===== src/usbie_pkg.sv =====
// usbie_pkg: register map, field layout and reset values of the usb interrupt enable block
package usbie_pkg;
  localparam int IDX_W   = 6;
  localparam int ADDR_W  = IDX_W + 2;
  localparam int DATA_W  = 32;
  localparam int REG_W   = 8;
  localparam int NFLAG_R = 3;

  // register indices; byte address is four times the index
  localparam logic [IDX_W-1:0] IDX_IN_FLAGS  = 6'h02;
  localparam logic [IDX_W-1:0] IDX_OUT_FLAGS = 6'h04;
  localparam logic [IDX_W-1:0] IDX_CMN_FLAGS = 6'h06;
  localparam logic [IDX_W-1:0] IDX_IN_EN     = 6'h07;
  localparam logic [IDX_W-1:0] IDX_OUT_EN    = 6'h09;
  localparam logic [IDX_W-1:0] IDX_CMN_EN    = 6'h0b;

  localparam logic [REG_W-1:0] RST_IN_EN  = 8'h03;
  localparam logic [REG_W-1:0] RST_OUT_EN = 8'h02;
  localparam logic [REG_W-1:0] RST_CMN_EN = 8'h06;

  // implemented bits; all others read zero and ignore writes
  localparam logic [REG_W-1:0] MASK_IN  = 8'h03;
  localparam logic [REG_W-1:0] MASK_OUT = 8'h02;
  localparam logic [REG_W-1:0] MASK_CMN = 8'h0f;

  localparam int BIT_EP0  = 0;
  localparam int BIT_IN1  = 1;
  localparam int BIT_OUT1 = 1;
  localparam int BIT_SUS  = 0;
  localparam int BIT_RSU  = 1;
  localparam int BIT_RST  = 2;
  localparam int BIT_SOF  = 3;

  // lanes of the packed flag and enable vectors
  localparam int LO_IN  = 0;
  localparam int LO_OUT = 8;
  localparam int LO_CMN = 16;

  typedef struct packed {
    logic frame_start;
    logic bus_reset;
    logic resume;
    logic suspend;
    logic out_ep1;
    logic in_ep1;
    logic control_ep;
  } usbie_evt_t;
endpackage


===== src/usbie_irq_enables.sv =====
// usbie_irq_enables: usb interrupt enable masks, pending flags and request, apb slave
//
// Contract
// - in enable bit1 ep1, bit0 ep0, reset 03
// - out enable bit1 ep1 interrupt, reset 02
// - common enable upper nibble reads zero, ignored
// - common bit3 enables start-of-frame interrupt
// - common bit2 enables bus-reset interrupt
// - common bit1 enables resume interrupt
// - common bit0 enables suspend interrupt
// - common enable resets to 06
// - each enable gates its hardware-set pending flag
module usbie_irq_enables (
  input  wire logic                       pclk,
  input  wire logic                       presetn,
  input  wire logic                       psel,
  input  wire logic                       penable,
  input  wire logic                       pwrite,
  input  wire logic [usbie_pkg::ADDR_W-1:0] paddr,
  input  wire logic [usbie_pkg::DATA_W-1:0] pwdata,
  input  wire logic [3:0]                 pstrb,
  input  wire usbie_pkg::usbie_evt_t      evt,
  output logic      [usbie_pkg::DATA_W-1:0] prdata,
  output logic                            pready,
  output logic                            pslverr,
  output logic                            irq
);
  import usbie_pkg::*;

  localparam int FW = REG_W * NFLAG_R;

  function automatic logic hit(input logic [ADDR_W-1:0] a, input logic [IDX_W-1:0] i);
    return a == {i, 2'b00};
  endfunction

  logic [REG_W-1:0] in_endpoint_irq_enable;
  logic [REG_W-1:0] out_endpoint_irq_enable;
  logic [REG_W-1:0] common_bus_irq_enable;
  logic [FW-1:0]    flags_q;

  wire setup = psel & ~penable;
  wire done  = psel & penable & pready;

  wire hit_in_flg  = hit(paddr, IDX_IN_FLAGS);
  wire hit_out_flg = hit(paddr, IDX_OUT_FLAGS);
  wire hit_cmn_flg = hit(paddr, IDX_CMN_FLAGS);
  wire hit_in_en   = hit(paddr, IDX_IN_EN);
  wire hit_out_en  = hit(paddr, IDX_OUT_EN);
  wire hit_cmn_en  = hit(paddr, IDX_CMN_EN);
  wire mapped      = hit_in_flg | hit_out_flg | hit_cmn_flg | hit_in_en | hit_out_en | hit_cmn_en;

  // only lane 0 carries the byte-wide registers
  wire wr = done & pwrite & pstrb[0] & mapped;
  wire rd = done & ~pwrite;

  wire [REG_W-1:0] in_flg  = flags_q[LO_IN +: REG_W];
  wire [REG_W-1:0] out_flg = flags_q[LO_OUT +: REG_W];
  wire [REG_W-1:0] cmn_flg = flags_q[LO_CMN +: REG_W];

  wire [REG_W-1:0] rd_byte =
    hit_in_flg  ? in_flg  :
    hit_out_flg ? out_flg :
    hit_cmn_flg ? cmn_flg :
    hit_in_en   ? in_endpoint_irq_enable  :
    hit_out_en  ? out_endpoint_irq_enable :
    hit_cmn_en  ? common_bus_irq_enable   : '0;
  wire [DATA_W-1:0] rd_word = {{(DATA_W-REG_W){1'b0}}, rd_byte};

  // unused bits are masked on the way in so they always read back zero
  wire [REG_W-1:0] next_in_en  = (wr & hit_in_en)  ? (pwdata[REG_W-1:0] & MASK_IN)
                                                   : in_endpoint_irq_enable;
  wire [REG_W-1:0] next_out_en = (wr & hit_out_en) ? (pwdata[REG_W-1:0] & MASK_OUT)
                                                   : out_endpoint_irq_enable;
  wire [REG_W-1:0] next_cmn_en = (wr & hit_cmn_en) ? (pwdata[REG_W-1:0] & MASK_CMN)
                                                   : common_bus_irq_enable;

  always_ff @(posedge pclk or negedge presetn) begin
    if (!presetn) begin
      in_endpoint_irq_enable  <= RST_IN_EN;
      out_endpoint_irq_enable <= RST_OUT_EN;
      common_bus_irq_enable   <= RST_CMN_EN;
    end else begin
      in_endpoint_irq_enable  <= next_in_en;
      out_endpoint_irq_enable <= next_out_en;
      common_bus_irq_enable   <= next_cmn_en;
    end
  end

  // hardware events into flag lanes
  logic [REG_W-1:0] set_in;
  logic [REG_W-1:0] set_out;
  logic [REG_W-1:0] set_cmn;
  always_comb begin
    set_in  = '0;
    set_out = '0;
    set_cmn = '0;
    set_in[BIT_EP0]   = evt.control_ep;
    set_in[BIT_IN1]   = evt.in_ep1;
    set_out[BIT_OUT1] = evt.out_ep1;
    set_cmn[BIT_SOF]  = evt.frame_start;
    set_cmn[BIT_RST]  = evt.bus_reset;
    set_cmn[BIT_RSU]  = evt.resume;
    set_cmn[BIT_SUS]  = evt.suspend;
  end

  // a read clears only the bits it returned; a flag set after the data
  // was captured survives for the next read
  wire [REG_W-1:0] cap = prdata[REG_W-1:0];
  wire [FW-1:0] flag_set = {set_cmn, set_out, set_in};
  wire [FW-1:0] flag_clr = {(rd & hit_cmn_flg) ? cap : {REG_W{1'b0}},
                            (rd & hit_out_flg) ? cap : {REG_W{1'b0}},
                            (rd & hit_in_flg)  ? cap : {REG_W{1'b0}}};

  usbie_flags #(
    .W (FW)
  ) u_flags (
    .clk   (pclk),
    .rst_n (presetn),
    .set   (flag_set),
    .clr   (flag_clr),
    .q     (flags_q)
  );

  wire [FW-1:0] en_all = {common_bus_irq_enable, out_endpoint_irq_enable, in_endpoint_irq_enable};
  wire          req    = |(flags_q & en_all);

  always_ff @(posedge pclk or negedge presetn) begin
    if (!presetn) irq <= 1'b0;
    else irq <= req;
  end

  // zero wait states: answer is ready in the first access cycle
  always_ff @(posedge pclk or negedge presetn) begin
    if (!presetn) begin
      pready  <= 1'b0;
      pslverr <= 1'b0;
      prdata  <= '0;
    end else begin
      pready  <= setup;
      pslverr <= setup & ~mapped;
      if (setup) prdata <= pwrite ? '0 : rd_word;
    end
  end

  // checks
  property p_in_en_write;
    @(posedge pclk) disable iff (!presetn)
    (wr & hit_in_en) |=> (in_endpoint_irq_enable == ($past(pwdata[REG_W-1:0]) & MASK_IN))
      && ((in_endpoint_irq_enable & ~MASK_IN) == '0);
  endproperty
  a_in_en_write: assert property (p_in_en_write) else $error("in enable write wrong");

  property p_out_en_write;
    @(posedge pclk) disable iff (!presetn)
    (wr & hit_out_en) |=> out_endpoint_irq_enable == ($past(pwdata[REG_W-1:0]) & MASK_OUT);
  endproperty
  a_out_en_write: assert property (p_out_en_write) else $error("out enable write wrong");

  property p_cmn_upper_zero;
    @(posedge pclk) disable iff (!presetn)
    (setup & ~pwrite & hit_cmn_en) |=> prdata[REG_W-1:4] == '0;
  endproperty
  a_cmn_upper_zero: assert property (p_cmn_upper_zero) else $error("upper nibble not zero");

  property p_sof_gate;
    @(posedge pclk) disable iff (!presetn)
    (cmn_flg[BIT_SOF] & common_bus_irq_enable[BIT_SOF]) |=> irq;
  endproperty
  a_sof_gate: assert property (p_sof_gate) else $error("sof request missing");

  property p_rst_gate;
    @(posedge pclk) disable iff (!presetn)
    evt.bus_reset ##1 common_bus_irq_enable[BIT_RST] |=> irq;
  endproperty
  a_rst_gate: assert property (p_rst_gate) else $error("bus reset request missing");

  property p_rsu_gate;
    @(posedge pclk) disable iff (!presetn)
    (cmn_flg == (8'h01 << BIT_RSU)) && (en_all & flags_q) == '0 |=> !irq;
  endproperty
  a_rsu_gate: assert property (p_rsu_gate) else $error("masked resume raised request");

  property p_sus_gate;
    @(posedge pclk) disable iff (!presetn)
    (cmn_flg[BIT_SUS] & common_bus_irq_enable[BIT_SUS]) |=> irq;
  endproperty
  a_sus_gate: assert property (p_sus_gate) else $error("suspend request missing");

  property p_cmn_reset;
    @(posedge pclk) disable iff (!presetn)
    $rose(presetn) |-> common_bus_irq_enable == RST_CMN_EN && in_endpoint_irq_enable == RST_IN_EN;
  endproperty
  a_cmn_reset: assert property (p_cmn_reset) else $error("enable reset value wrong");

  property p_flag_sticky;
    @(posedge pclk) disable iff (!presetn)
    evt.bus_reset || (cmn_flg[BIT_RST] && !(rd && hit_cmn_flg && cap[BIT_RST]))
      |=> cmn_flg[BIT_RST];
  endproperty
  a_flag_sticky: assert property (p_flag_sticky) else $error("pending flag lost");

  property p_irq_drop;
    @(posedge pclk) disable iff (!presetn)
    !req |=> !irq;
  endproperty
  a_irq_drop: assert property (p_irq_drop) else $error("request held without cause");

  property p_answer;
    @(posedge pclk) disable iff (!presetn)
    setup |=> pready ##1 !pready;
  endproperty
  a_answer: assert property (p_answer) else $error("apb answer timing wrong");

  property p_no_wait;
    @(posedge pclk) disable iff (!presetn)
    (psel & penable) |-> pready;
  endproperty
  a_no_wait: assert property (p_no_wait) else $error("access phase without ready");

  property p_err_unmapped;
    @(posedge pclk) disable iff (!presetn)
    done |-> (pslverr == ~mapped);
  endproperty
  a_err_unmapped: assert property (p_err_unmapped) else $error("error response wrong");

  property p_rd_upper_zero;
    @(posedge pclk) disable iff (!presetn)
    pready |-> (prdata[DATA_W-1:REG_W] == '0);
  endproperty
  a_rd_upper_zero: assert property (p_rd_upper_zero) else $error("read data upper bits set");

  property p_ep0_gate;
    @(posedge pclk) disable iff (!presetn)
    (in_flg[BIT_EP0] & in_endpoint_irq_enable[BIT_EP0]) |=> irq;
  endproperty
  a_ep0_gate: assert property (p_ep0_gate) else $error("ep0 request missing");

  property p_in1_gate;
    @(posedge pclk) disable iff (!presetn)
    (in_flg[BIT_IN1] & in_endpoint_irq_enable[BIT_IN1]) |=> irq;
  endproperty
  a_in1_gate: assert property (p_in1_gate) else $error("in ep1 request missing");

  property p_out1_gate;
    @(posedge pclk) disable iff (!presetn)
    (out_flg[BIT_OUT1] & out_endpoint_irq_enable[BIT_OUT1]) |=> irq;
  endproperty
  a_out1_gate: assert property (p_out1_gate) else $error("out ep1 request missing");

  property p_out_unused;
    @(posedge pclk) disable iff (!presetn)
    (out_endpoint_irq_enable & ~MASK_OUT) == '0;
  endproperty
  a_out_unused: assert property (p_out_unused) else $error("out unused bit set");

  property p_cmn_write;
    @(posedge pclk) disable iff (!presetn)
    (wr & hit_cmn_en) |=> common_bus_irq_enable == ($past(pwdata[REG_W-1:0]) & MASK_CMN);
  endproperty
  a_cmn_write: assert property (p_cmn_write) else $error("common enable write wrong");

  property p_cmn_unused;
    @(posedge pclk) disable iff (!presetn)
    (common_bus_irq_enable & ~MASK_CMN) == '0;
  endproperty
  a_cmn_unused: assert property (p_cmn_unused) else $error("common upper bit set");

  property p_en_hold;
    @(posedge pclk) disable iff (!presetn)
    !wr |=> $stable(in_endpoint_irq_enable) && $stable(out_endpoint_irq_enable)
      && $stable(common_bus_irq_enable);
  endproperty
  a_en_hold: assert property (p_en_hold) else $error("enable changed without write");

  property p_irq_rise;
    @(posedge pclk) disable iff (!presetn)
    req |=> irq;
  endproperty
  a_irq_rise: assert property (p_irq_rise) else $error("request not raised");

  property p_flag_clear;
    @(posedge pclk) disable iff (!presetn)
    (rd & hit_cmn_flg & cap[BIT_RST] & ~evt.bus_reset) |=> !cmn_flg[BIT_RST];
  endproperty
  a_flag_clear: assert property (p_flag_clear) else $error("read did not clear flag");

  property p_set_visible;
    @(posedge pclk) disable iff (!presetn)
    (|flag_set) |=> ((flags_q & $past(flag_set)) == $past(flag_set));
  endproperty
  a_set_visible: assert property (p_set_visible) else $error("event flag not set");

  property p_wr_keeps;
    @(posedge pclk) disable iff (!presetn)
    (done & pwrite) |=> ((flags_q & $past(flags_q)) == $past(flags_q));
  endproperty
  a_wr_keeps: assert property (p_wr_keeps) else $error("write cleared a flag");

  property p_out_reset;
    @(posedge pclk) disable iff (!presetn)
    $rose(presetn) |-> out_endpoint_irq_enable == RST_OUT_EN && !irq && flags_q == '0;
  endproperty
  a_out_reset: assert property (p_out_reset) else $error("reset state wrong");

  c_irq_rise: cover property (@(posedge pclk) disable iff (!presetn) $rose(irq));
  c_cmn_write: cover property (@(posedge pclk) disable iff (!presetn) wr & hit_cmn_en);
  c_flag_clear: cover property (@(posedge pclk) disable iff (!presetn) rd & hit_cmn_flg & |cap);
  c_unmapped: cover property (@(posedge pclk) disable iff (!presetn) done & pslverr);
  c_irq_fall: cover property (@(posedge pclk) disable iff (!presetn) $fell(irq));
endmodule // usbie_irq_enables


===== src/usbie_flags.sv =====
// usbie_flags: sticky pending flags, set by hardware events, cleared by software reads
module usbie_flags #(
  parameter int W = 24
) (
  input  wire logic         clk,
  input  wire logic         rst_n,
  input  wire logic [W-1:0] set,
  input  wire logic [W-1:0] clr,
  output logic      [W-1:0] q
);
  genvar i;
  generate
    for (i = 0; i < W; i++) begin : g_flag
      // set beats clear so an event in the clearing cycle is kept
      always_ff @(posedge clk or negedge rst_n) begin
        if (!rst_n) q[i] <= 1'b0;
        else q[i] <= set[i] | (q[i] & ~clr[i]);
      end
    end
  endgenerate
endmodule // usbie_flags


===== config.mk =====
export PLATFORM = sky130hd
export DESIGN_NAME = usbie_irq_enables
export DESIGN_NICKNAME = d
export VERILOG_FILES = /design/src/usbie_pkg.sv /design/src/usbie_irq_enables.sv /design/src/usbie_flags.sv
export SDC_FILE = /design/constraint.sdc
export NUM_CORES = 1
export LEC_CHECK = 0
export BUFFER_PORTS_ARGS = -buffer_cell sky130_fd_sc_hd__buf_2
export CAP_MARGIN = 20
export CORE_MARGIN = 2
export CORE_UTILIZATION = 41
export CTS_BUF_LIST = sky130_fd_sc_hd__clkbuf_4 sky130_fd_sc_hd__clkbuf_8
export DETAILED_ROUTE_END_ITERATION = 8
export HOLD_SLACK_MARGIN = 0.15
export PLACE_DENSITY = 0.7
export SYNTH_ARGS = -nofsm -noshare
export SYNTH_HDL_FRONTEND = slang
export SYNTH_SLANG_ARGS = --single-unit

===== constraint.sdc =====
create_clock -name pclk -period 1.7 [get_ports pclk]
set_clock_uncertainty 0.05 [all_clocks]
set_input_delay 0 -clock pclk [delete_from_list [all_inputs] [get_ports pclk]]
set_output_delay 0 -clock pclk [all_outputs]
set_load 0.01 [all_outputs]

==> results of run 1 <==
[metal layers]
metal / up-vias / global-route usage, %
met2: 58 / 28.4
met3: 7 / 3.41
met5: - / 0
met1: 836 / 23.5
li1: 836 / -
met4: 0 / 8.55
[cell usage after synthesis]
master,count
a211oi_1,2
buf_2,4
dfrtp_1,37
a22oi_1,3
mux2i_1,1
nand4b_1,1
dfstp_2,5
buf_4,24
nor4bb_1,1
nor3_4,1
o41ai_1,6
nor4_1,1
a221o_1,1
o22ai_1,2
nor4b_4,1
nor2b_1,2
o21ai_0,7
a311oi_1,2
buf_1,1
a222oi_1,1
and3_1,2
or4b_1,2
inv_1,2
o31ai_1,1
nor3b_1,2
conb_1,1
clkbuf_1,4
nand3b_1,2
a21boi_0,17
nor3_1,6
nand2b_1,1
and3_2,1
nor4_4,2
mux2_2,8
nand2_1,26
a21oi_1,2
nor4b_1,1
nand3_1,2
a21o_1,7
nor2_1,8
or3_1,6
[area by class of cell]
| type | instances | share of cell area, % |
|---|---|---|
| multi-input cells | 152 | 35.8 |
| clock buffers | 5 | 2.51 |
| repair buffers | 74 | 19.1 |
| well taps | 70 | 3.19 |
| inverters | 2 | 0.274 |
| clock inverters | 3 | 0.684 |
| flip-flops and latches | 42 | 38.5 |
[worst reg2reg max path: cells and delay by family, from the launching register on]
kind	cells	cell delay, ns
DFF	1	0.36
muxes	1	0.36
and+or+nand+nor	3	0.62
[where the power goes]
part           total [mW]  switching, mW  internal (mW)  leakage (nW)
sequential           1.01        0.00273           1.00         0.530
clock               0.651          0.362          0.289        0.0483
combinational       0.205          0.118         0.0866         0.711
[cell usage in the layout, fill, tap and decap left out, types with 2 or more instances in the layout]
| cell type | n |
|---|---|
| nand2_1 | 26 |
| nor4_4 | 2 |
| o22ai_1 | 2 |
| dfrtp_1 | 37 |
| conb_1 | 24 |
| or4b_1 | 2 |
| a211oi_1 | 2 |
| dlygate4sd3_1 | 17 |
| nor2b_1 | 2 |
| a21o_1 | 7 |
| a21oi_1 | 2 |
| mux2_2 | 8 |
| a21boi_0 | 17 |
| clkinv_2 | 2 |
| or3_1 | 6 |
| nor2_1 | 8 |
| nor3_1 | 6 |
| buf_4 | 21 |
| a22oi_1 | 3 |
| nand3_1 | 2 |
| and3_1 | 2 |
| clkbuf_8 | 5 |
| o21ai_0 | 7 |
| o41ai_1 | 5 |
| nand3b_1 | 2 |
| nor3b_1 | 2 |
| buf_2 | 35 |
| a311oi_1 | 2 |
| inv_1 | 2 |
| dfstp_2 | 5 |
[cell families (layout without fill, tap and decap cells)]
family / after synthesis / in the layout / synth area share, %
other cells: 1 / 24 / 0.173
buf+inv: 35 / 84 / 10.4
mux: 9 / 9 / 4.61
compound gates: 51 / 51 / 17.2
flops: 42 / 42 / 48.7
simple gates: 68 / 68 / 18.9
[state kept, by name, summed over array words and instances (netlist names)]
name	count
common_bus_irq_enable	4
u_flags.q	24
irq	1
pready	1
pslverr	1
prdata	8
out_endpoint_irq_enable	1
in_endpoint_irq_enable	2
[path summary, 6_finish.rpt]
path                       slack (ns)  cells past startpoint                               endpoint               startpoint
max in group asynchronous        0.89                      3  in_endpoint_irq_enable[0]$_DFFE_PN1P_                  presetn
setup reg to reg                 0.20                      4   common_bus_irq_enable[3]$_DFFE_PN0P_         pready$_DFF_PN0_
hold / removal                   0.15                      2                 u_flags.q[5]$_DFF_PN0_                  presetn
min in group pclk                0.19                      4                      pslverr$_DFF_PN0_                 paddr[2]
setup / recovery                 0.12                      5                  prdata[5]$_DFFE_PN0P_                   pwrite
hold reg to reg                  0.46                      1                u_flags.q[17]$_DFF_PN0_  u_flags.q[17]$_DFF_PN0_
[per-stage QoR]
step	instances	instance area (um^2)	hold WS [ns]
after floorplan	229	2260	-0.346
after global placement	323	2480	-0.0569
after detailed placement	323	2480	-0.0469
after CTS	348	2740	0.155
after global routing	348	2740	0.192
final	348	2740	0.148
[what timing repair did]
item	CTS	global route
endpoints found under the hold margin	55	0
endpoints found under the setup margin	0	1
hold buffers	17	0
gates resized for setup	0	1
==> out/qor.yml, run 1 <==
routing:
  wl_per_cell_um: 14.2
  m1WireLength_mm: 2.39
  firstDrtPassIters: 4
  viasPerCell: 4.99
  via_count: 1737
  routed-wl-met3_um: 213
  drc: 0
  wl_met2_mm: 2.23
  detail_route.iter0.violations: 119
  drt.antenna.violating_nets: 0
  top_layer: "met4"
  wirelength_mm: 4.93
sta:
  setup_ws_ns: 0.119
  rsz0062_at_grt: "no"
  relSlewSlack_pct: 66.0
  worst_pin_slew_ns: 0.510
  finalHoldViolations: 0
  max_freq_ghz: 0.632
  finalSetupTns_ns: 0
  fin_crit_ns: 1.58
  maxSlewViolCount: 0
  setup_viol: 0
  finalCritPeriodShare_pct: 93.0
global_routing:
  grt_use_total_pct: 17.9
  overflow: 0
  antenna_found_initial: 0
  grt_pass1_wl_mm: 8.28
  grt_max_degree: 23
  grt_pass1_vias: 1682
synth:
  ys_seq_area_share_pct: 48.7
  yosysWarnings: 0
  syn_avg_cell_area_um2: 10.5
  yosysTopAreaCell: "dfrtp_1"
  netlist_area_um2: 2170
  yosysTopAreaCellShare_pct: 42.7
  synth_cells: 206
  synth-seq-cells: 42
  synth_area_leaders: "dfrtp_1 (43%), buf_4 (8.3%), dfstp_2 (6.1%)"
  yosysUniqueCellTypes: 41
finish:
  multiInputGateArea_um2: 981
  layout.nets: 333
  area_delta_synth_final_pct: 26.4
  ff_latch_area_um2: 1060
  utilization_pct: 53.7
  fillers: 461
  drive_gt1_share_pct: 30.2
  diodes: 0
clock_network:
  postCtsSetupBuffers: 0
  clk_pin_slew_worst_paths_ns: 0.08
  numCtsBuffers: 5
  insertion_delay_ns: 0.30
  cts_sinks: 42
  cts_root_buf: "clkbuf_8"
  cts.path.max_buffers: 2
  cts_max_level: 2
  cts_tree: "done"
critical_path:
  path_cells: "dlygate4sd3_1 > buf_2 > buf_4 > or3_1 > o41ai_2"
  max_stage_delay_ns: 0.53
  worst-path-max-fanout: 5
  crit_buf_inv: 3
  slowest_stage: "dlygate4sd3_1"
  cp.arrival_ns: 1.73
  crit_required_ns: 1.84
  crit_type: "in2reg"
  critical_path.top_delay_family: "buffers and inverters"
  critPathCaptureType: "flop"
  critPathLaunchType: "primary input"
floorplan:
  core_area_um2: 5110
  fp-row-count: 26
  die_y_um: 76.8
  chipWidth_um: 76.8
  io_pins: 91
  start_util_pct: 42.5
  dieArea_um2: 5890
pwr:
  power.leakage_nw: 1.29
  power_mw: 1.86
  power_density_nw_per_um2: 678
  ir_drop_uv: 349
place:
  place.gp.congestion: 0.805
  pre_cts_ws_ns: -0.0192
  dp.final_hpwl_mm: 3.69
  portBuffers: 35
worst_hold_path:
  hold_class: "in2async"
flow_run:
  maxCapViolCount: 0
run_status:
  status: "finished, final reports clean"
No activity file was read; power rests on OpenSTA's default activity.
==> run 2: changes to the inputs <==
--- a/config.mk
+++ b/config.mk
@@ -5,6 +5,7 @@
 export SDC_FILE = /design/constraint.sdc
 export NUM_CORES = 1
 export LEC_CHECK = 0
+export ABC_AREA = 1
 export BUFFER_PORTS_ARGS = -buffer_cell sky130_fd_sc_hd__buf_2
 export CAP_MARGIN = 20
 export CORE_MARGIN = 2
==> out/qor.yml, run 2 <==
sta:
  relSlewSlack_pct: 64.5
  max_freq_ghz: 0.628
  finalCritPeriodShare_pct: 93.7
  finalHoldViolations: 0
  worst_pin_slew_ns: 0.532
  setup_viol: 0
  maxSlewViolCount: 0
  rsz0062_at_grt: "no"
  setup_ws_ns: 0.107
  finalSetupTns_ns: 0
  fin_crit_ns: 1.59
finish:
  top_register: "u_flags.q"
  fin_cells: 405
  final_cell_mix: "inv_1 (50), nand2_1 (48), dfrtp_1 (37)"
  layout_commonest_cell: "inv_1"
  largest_reg_flops: 24
  utilization_pct: 52.4
  finalInstanceArea_um2: 2710
  drive_gt1_share_pct: 21.2
  layout.nets: 390
  fillers: 498
  reg.largest.list: "u_flags.q x24, prdata x8, common_bus_irq_enable x4"
  diodes: 0
  area_delta_synth_final_pct: 22.0
place:
  post-place-cells: 381
  dp.final_hpwl_mm: 3.37
  place.gp.congestion: 0.863
  portBuffers: 35
  place_area_um2: 2400
  pre_cts_ws_ns: 0.281
routing:
  via_count: 1835
  wl_per_cell_um: 11.9
  drc: 0
  drt.antenna.violating_nets: 0
  viasPerCell: 4.53
  wirelength_mm: 4.82
  firstDrtPassIters: 5
  detail_route.iter0.violations: 154
critical_path:
  crit_type: "in2reg"
  slowest_stage: "dlygate4sd3_1"
  cp.arrival_ns: 1.72
  critPathCaptureType: "flop"
  path_cells: "dlygate4sd3_1 > buf_2 > nand2_1 > dlygate4sd3_1 > nor2_4 > nand3_4 > nand2_1 > o21ai_1"
  worst-path-max-fanout: 8
  max_stage_delay_ns: 0.60
  critPathLaunchType: "primary input"
  crit_required_ns: 1.83
synth:
  netlist_area_um2: 2220
  synth-seq-cells: 42
  synth_edf_count: 0
  synth_area_leaders: "dfrtp_1 (42%), inv_1 (8.4%), buf_4 (8.1%)"
  syn_avg_cell_area_um2: 8.05
  yosysMostFrequentCell: "inv_1"
  yosysUniqueCellTypes: 28
  yosysWarnings: 0
  ys_seq_area_share_pct: 47.6
  synth-main-ff-cell: "dfrtp_1"
  ys_async_sr_fraction_pct: 100
  synth_cells: 276
  yosys-top-cells-count: "inv_1 (50), nand2_1 (48), dfrtp_1 (37), o21ai_0 (26)"
  yosysTopAreaCellShare_pct: 41.7
  yosysTopAreaCell: "dfrtp_1"
run_status:
  status: "finished, final reports clean"
pwr:
  p_switching_uw: 447
  power_density_nw_per_um2: 789
  p_int_mw: 1.69
  clock_power_share_pct: 45.4
  power.leakage_nw: 1.51
  seq_power_share_pct: 46.9
  swShare_pct: 20.9
  ir_drop_uv: 479
  p_comb_share_pct: 7.7
clock_network:
  insertion_delay_ns: 0.30
  cts.path.max_buffers: 2
  cts_tree: "done"
  numCtsBuffers: 5
  cts_sinks: 42
  postCtsSetupBuffers: 0
  cts_root_buf: "clkbuf_8"
  cts_max_level: 2
  clk_pin_slew_worst_paths_ns: 0.08
floorplan:
  dieArea_um2: 6020
  fp-row-count: 26
  chipWidth_um: 77.6
  core_area_um2: 5170
  io_pins: 91
  die_y_um: 77.6
  start_util_pct: 43.0
worst_hold_path:
  hold_class: "in2reg"
global_routing:
  overflow: 0
  antenna_found_initial: 0
  grt_pass1_wl_mm: 8.05
  grt_max_degree: 43
  grt_use_total_pct: 17.0
  grt_pass1_vias: 1766
flow_run:
  maxCapViolCount: 0
run 2: cell types whose count changed after synthesis, moves of 12 or more:
cell      before  now
nor2_1         8   24
nand2_1       26   48
o21ai_0        7   26
a21boi_0      17    0
inv_1          2   50
o21ai_1        0   12
run 2: path summary, 6_finish.rpt:
check	slack, ns	cells past startpoint	from	endpoint
setup / recovery	0.11	8	pstrb[0]	common_bus_irq_enable[3]$_DFFE_PN0P_
hold / removal	0.16	7	paddr[2]	out_endpoint_irq_enable[1]$_DFFE_PN1P_
setup reg to reg	0.26	5	pready$_DFF_PN0_	u_flags.q[3]$_DFF_PN0_
hold reg to reg	0.41	1	prdata[5]$_DFFE_PN0P_	u_flags.q[21]$_DFF_PN0_
max in group asynchronous	0.97	3	presetn	out_endpoint_irq_enable[1]$_DFFE_PN1P_
min in group asynchronous	0.25	3	presetn	prdata[3]$_DFFE_PN0P_
run 2: metrics by stage:
| stage | hold slack, ns | power (mW) |
|---|---|---|
| after global routing | 0.207 | 2.21 |
| final | 0.163 | 2.14 |
| after floorplan | -0.346 | 1.13 |
| after CTS | 0.162 | 2.15 |
| after detailed placement | 0.0507 | 1.16 |
| after global placement | 0.0434 | 1.16 |
run 2: critical path: cells and delay by family:
| family | cells | cell delay, ns |
|---|---|---|
| AO/OA/AOI/OAI | 1 | 0.06 |
| AND/OR/NAND/NOR | 4 | 0.45 |
| buffers and inverters | 3 | 1.21 |
run 2: area by class of cell:
class | instances | area (um^2) | share of cell area (%)
clock inverter | 2 | 60.1 | 2.22
timing repair buffer | 53 | 350 | 12.9
clock buffer | 6 | 82.6 | 3.05
tap | 70 | 87.6 | 3.23
multi-input combinational | 177 | 866 | 31.9
sequential | 42 | 1060 | 39.0
inverter | 55 | 208 | 7.66
run 2: routing by layer:
layer | GRT usage (%) | wire length [um]
met5 | 0 | 0
met4 | 6.07 | 81
met3 | 3.72 | 275
met2 | 29.4 | 2360
met1 | 20.7 | 2100
run 2: power groups by stage:
| stage | sequential, mW | clock [mW] | combinational [mW] |
|---|---|---|---|
| after floorplan | 1.03 | 0 | 0.106 |
| after global placement | 1.02 | 0 | 0.133 |
| after detailed placement | 1.02 | 0 | 0.135 |
| after CTS | 1.00 | 0.982 | 0.163 |
| after global routing | 1.00 | 1.02 | 0.184 |
| final | 1.00 | 0.971 | 0.164 |
run 2: cell families after synthesis:
kind of cell / after synthesis / share of synthesized area, %
buffers and inverters: 80 / 17.7
AOI/OAI and AO/OA: 52 / 12.3
other: 1 / 0.169
DFF: 42 / 47.6
and+or+nand+nor: 101 / 22.3
run 2: timing repair:
action                     CTS  global route
hold endpoints to repair    66             0
hold buffers                16             0
gates resized for setup      0             2
setup endpoints to repair    0             7
==> run 3: changes to the inputs <==
--- a/config.mk
+++ b/config.mk
@@ -8,12 +8,11 @@
 export ABC_AREA = 1
 export BUFFER_PORTS_ARGS = -buffer_cell sky130_fd_sc_hd__buf_2
 export CAP_MARGIN = 20
-export CORE_MARGIN = 2
-export CORE_UTILIZATION = 41
+export CORE_UTILIZATION = 50
 export CTS_BUF_LIST = sky130_fd_sc_hd__clkbuf_4 sky130_fd_sc_hd__clkbuf_8
 export DETAILED_ROUTE_END_ITERATION = 8
 export HOLD_SLACK_MARGIN = 0.15
-export PLACE_DENSITY = 0.7
+export PLACE_DENSITY = 0.83
 export SYNTH_ARGS = -nofsm -noshare
 export SYNTH_HDL_FRONTEND = slang
 export SYNTH_SLANG_ARGS = --single-unit
==> out/qor.yml, run 3 (synthesized netlist as in run 2, its figures left out) <==
routing:
  wirelength_mm: 4.65
  firstDrtPassIters: 6
  m1WireLength_mm: 2.06
  via_count: 1876
  top_layer: "met4"
  drc: 0
  detail_route.iter0.violations: 121
  viasPerCell: 4.86
  drt.antenna.violating_nets: 0
  routed-wl-met3_um: 271
  wl_per_cell_um: 12.0
  wl_met2_mm: 2.20
critical_path:
  crit_required_ns: 1.84
  reg2reg_to: "u_flags.q[15]$_DFF_PN0_"
  crit_type: "in2reg"
  r2r_slack_ns: 0.30
  cp.arrival_ns: 1.74
  rr_worst_depth: 5
  critPathCaptureType: "flop"
  critPathLaunchType: "primary input"
  regToRegStartpoint: "pready$_DFF_PN0_"
  worst-path-max-fanout: 8
run_status:
  status: "finished, final reports clean"
sta:
  relSlewSlack_pct: 60.6
  finalSetupTns_ns: 0
  maxSlewViolCount: 0
  max_freq_ghz: 0.625
  finalHoldViolations: 0
  rsz0062_at_grt: "no"
  setup_viol: 0
  worst_pin_slew_ns: 0.591
  finalCritPeriodShare_pct: 94.1
  setup_ws_ns: 0.0996
  fin_crit_ns: 1.60
place:
  place_area_um2: 2380
  dp.final_hpwl_mm: 3.33
  portBuffers: 35
  post-place-cells: 362
  place.gp.congestion: 0.876
  pre_cts_ws_ns: 0.302
finish:
  layout.nets: 391
  fin_cells: 386
  drive_gt1_share_pct: 21.4
  largest_reg_flops: 24
  finalInstanceArea_um2: 2640
  reg.largest.list: "u_flags.q x24, prdata x8, common_bus_irq_enable x4"
  layout_commonest_cell: "inv_1"
  final_cell_mix: "inv_1 (50), nand2_1 (48), dfrtp_1 (37)"
  area_delta_synth_final_pct: 18.9
  top_register: "u_flags.q"
  diodes: 0
global_routing:
  grt_max_degree: 27
  antenna_found_initial: 0
  overflow: 0
  grt_pass1_vias: 1750
  grt_pass1_wl_mm: 7.52
  grt_use_total_pct: 22.3
worst_hold_path:
  hold_class: "in2async"
pwr:
  power_mw: 1.84
  power.leakage_nw: 1.49
  power_density_nw_per_um2: 698
  ir_drop_uv: 565
floorplan:
  start_util_pct: 53.6
  chipWidth_um: 68.7
  fp-row-count: 23
  dieArea_um2: 4710
  io_pins: 91
  die_y_um: 68.7
  core_area_um2: 4140
clock_network:
  clk_pin_slew_worst_paths_ns: 0.08
  cts_tree: "done"
  cts_max_level: 2
  cts_root_buf: "clkbuf_8"
  numCtsBuffers: 5
  postCtsSetupBuffers: 0
  cts.path.max_buffers: 2
  insertion_delay_ns: 0.30
  cts_sinks: 42
flow_run:
  maxCapViolCount: 0
run 3: changes by cell type in the layout (fill, tap and decap cells not counted), sizes merged:
cell / previous run / this run
clkinv: 1 / 2
bufinv: 2 / 0
clkinvlp: 0 / 1
buf: 37 / 38
run 3: through the flow:
| stage | util [%] | hold WS, ns |
|---|---|---|
| 3_3_place_gp | 57.5 | -0.0243 |
| 3_5_place_dp | 57.5 | -0.0217 |
| 6_report | 63.7 | 0.187 |
| 5_1_grt | 63.7 | 0.235 |
| 2_1_floorplan | - | -0.346 |
| 4_1_cts | 63.7 | 0.186 |
run 3: final cells by class:
type	instances	area, um^2
well taps	50	62.6
clock buffers	6	82.6
clock inverters	2	12.5
repair buffers	54	358
flip-flops and latches	42	1060
multi-input cells	177	861
inverters	55	208
fillers	351	1500
run 3: worst max-delay path by stage:
stage                                 from                              endpoint  slack (ns)  cells after the start
after detailed placement          paddr[5]               u_flags.q[15]$_DFF_PN0_        0.30                      9
after global placement            paddr[5]                u_flags.q[9]$_DFF_PN0_        0.33                      9
after floorplan           pready$_DFF_PN0_  common_bus_irq_enable[0]$_DFFE_PN0P_        0.55                      5
after global routing              pstrb[0]  common_bus_irq_enable[3]$_DFFE_PN0P_        0.03                      8
final                             pstrb[0]  common_bus_irq_enable[0]$_DFFE_PN0P_         0.1                      8
after CTS                         pstrb[0]  common_bus_irq_enable[0]$_DFFE_PN0P_        0.05                      8
run 3: timing repair:
action                                 CTS  global route
hold buffers                            16             0
setup endpoints to repair                0             7
gates resized for setup                  0             1
endpoints found under the hold margin   61             0
run 3: report_power, final:
group	total (mW)	switching, mW	leakage, nW	internal, mW
Clock	0.675	0.349	0.0472	0.326
Sequential	1.00	0.00168	0.509	1.00
Combinational	0.165	0.101	0.929	0.0643
run 3: per-layer routing:
metal  vias up  GRT usage [%]
met5         -              0
met4         0           10.2
met3        14           4.93
met2        84           37.5
met1       855           27.3
li1        923              -
run 3: worst max-delay path, cell delays in order:
cell	delay, ns
dlygate4sd3_1	0.52
buf_2	0.09
nand2_1	0.05
dlygate4sd3_1	0.57
nor2_2	0.23
nand3_4	0.14
nand2_1	0.08
o21ai_1	0.06
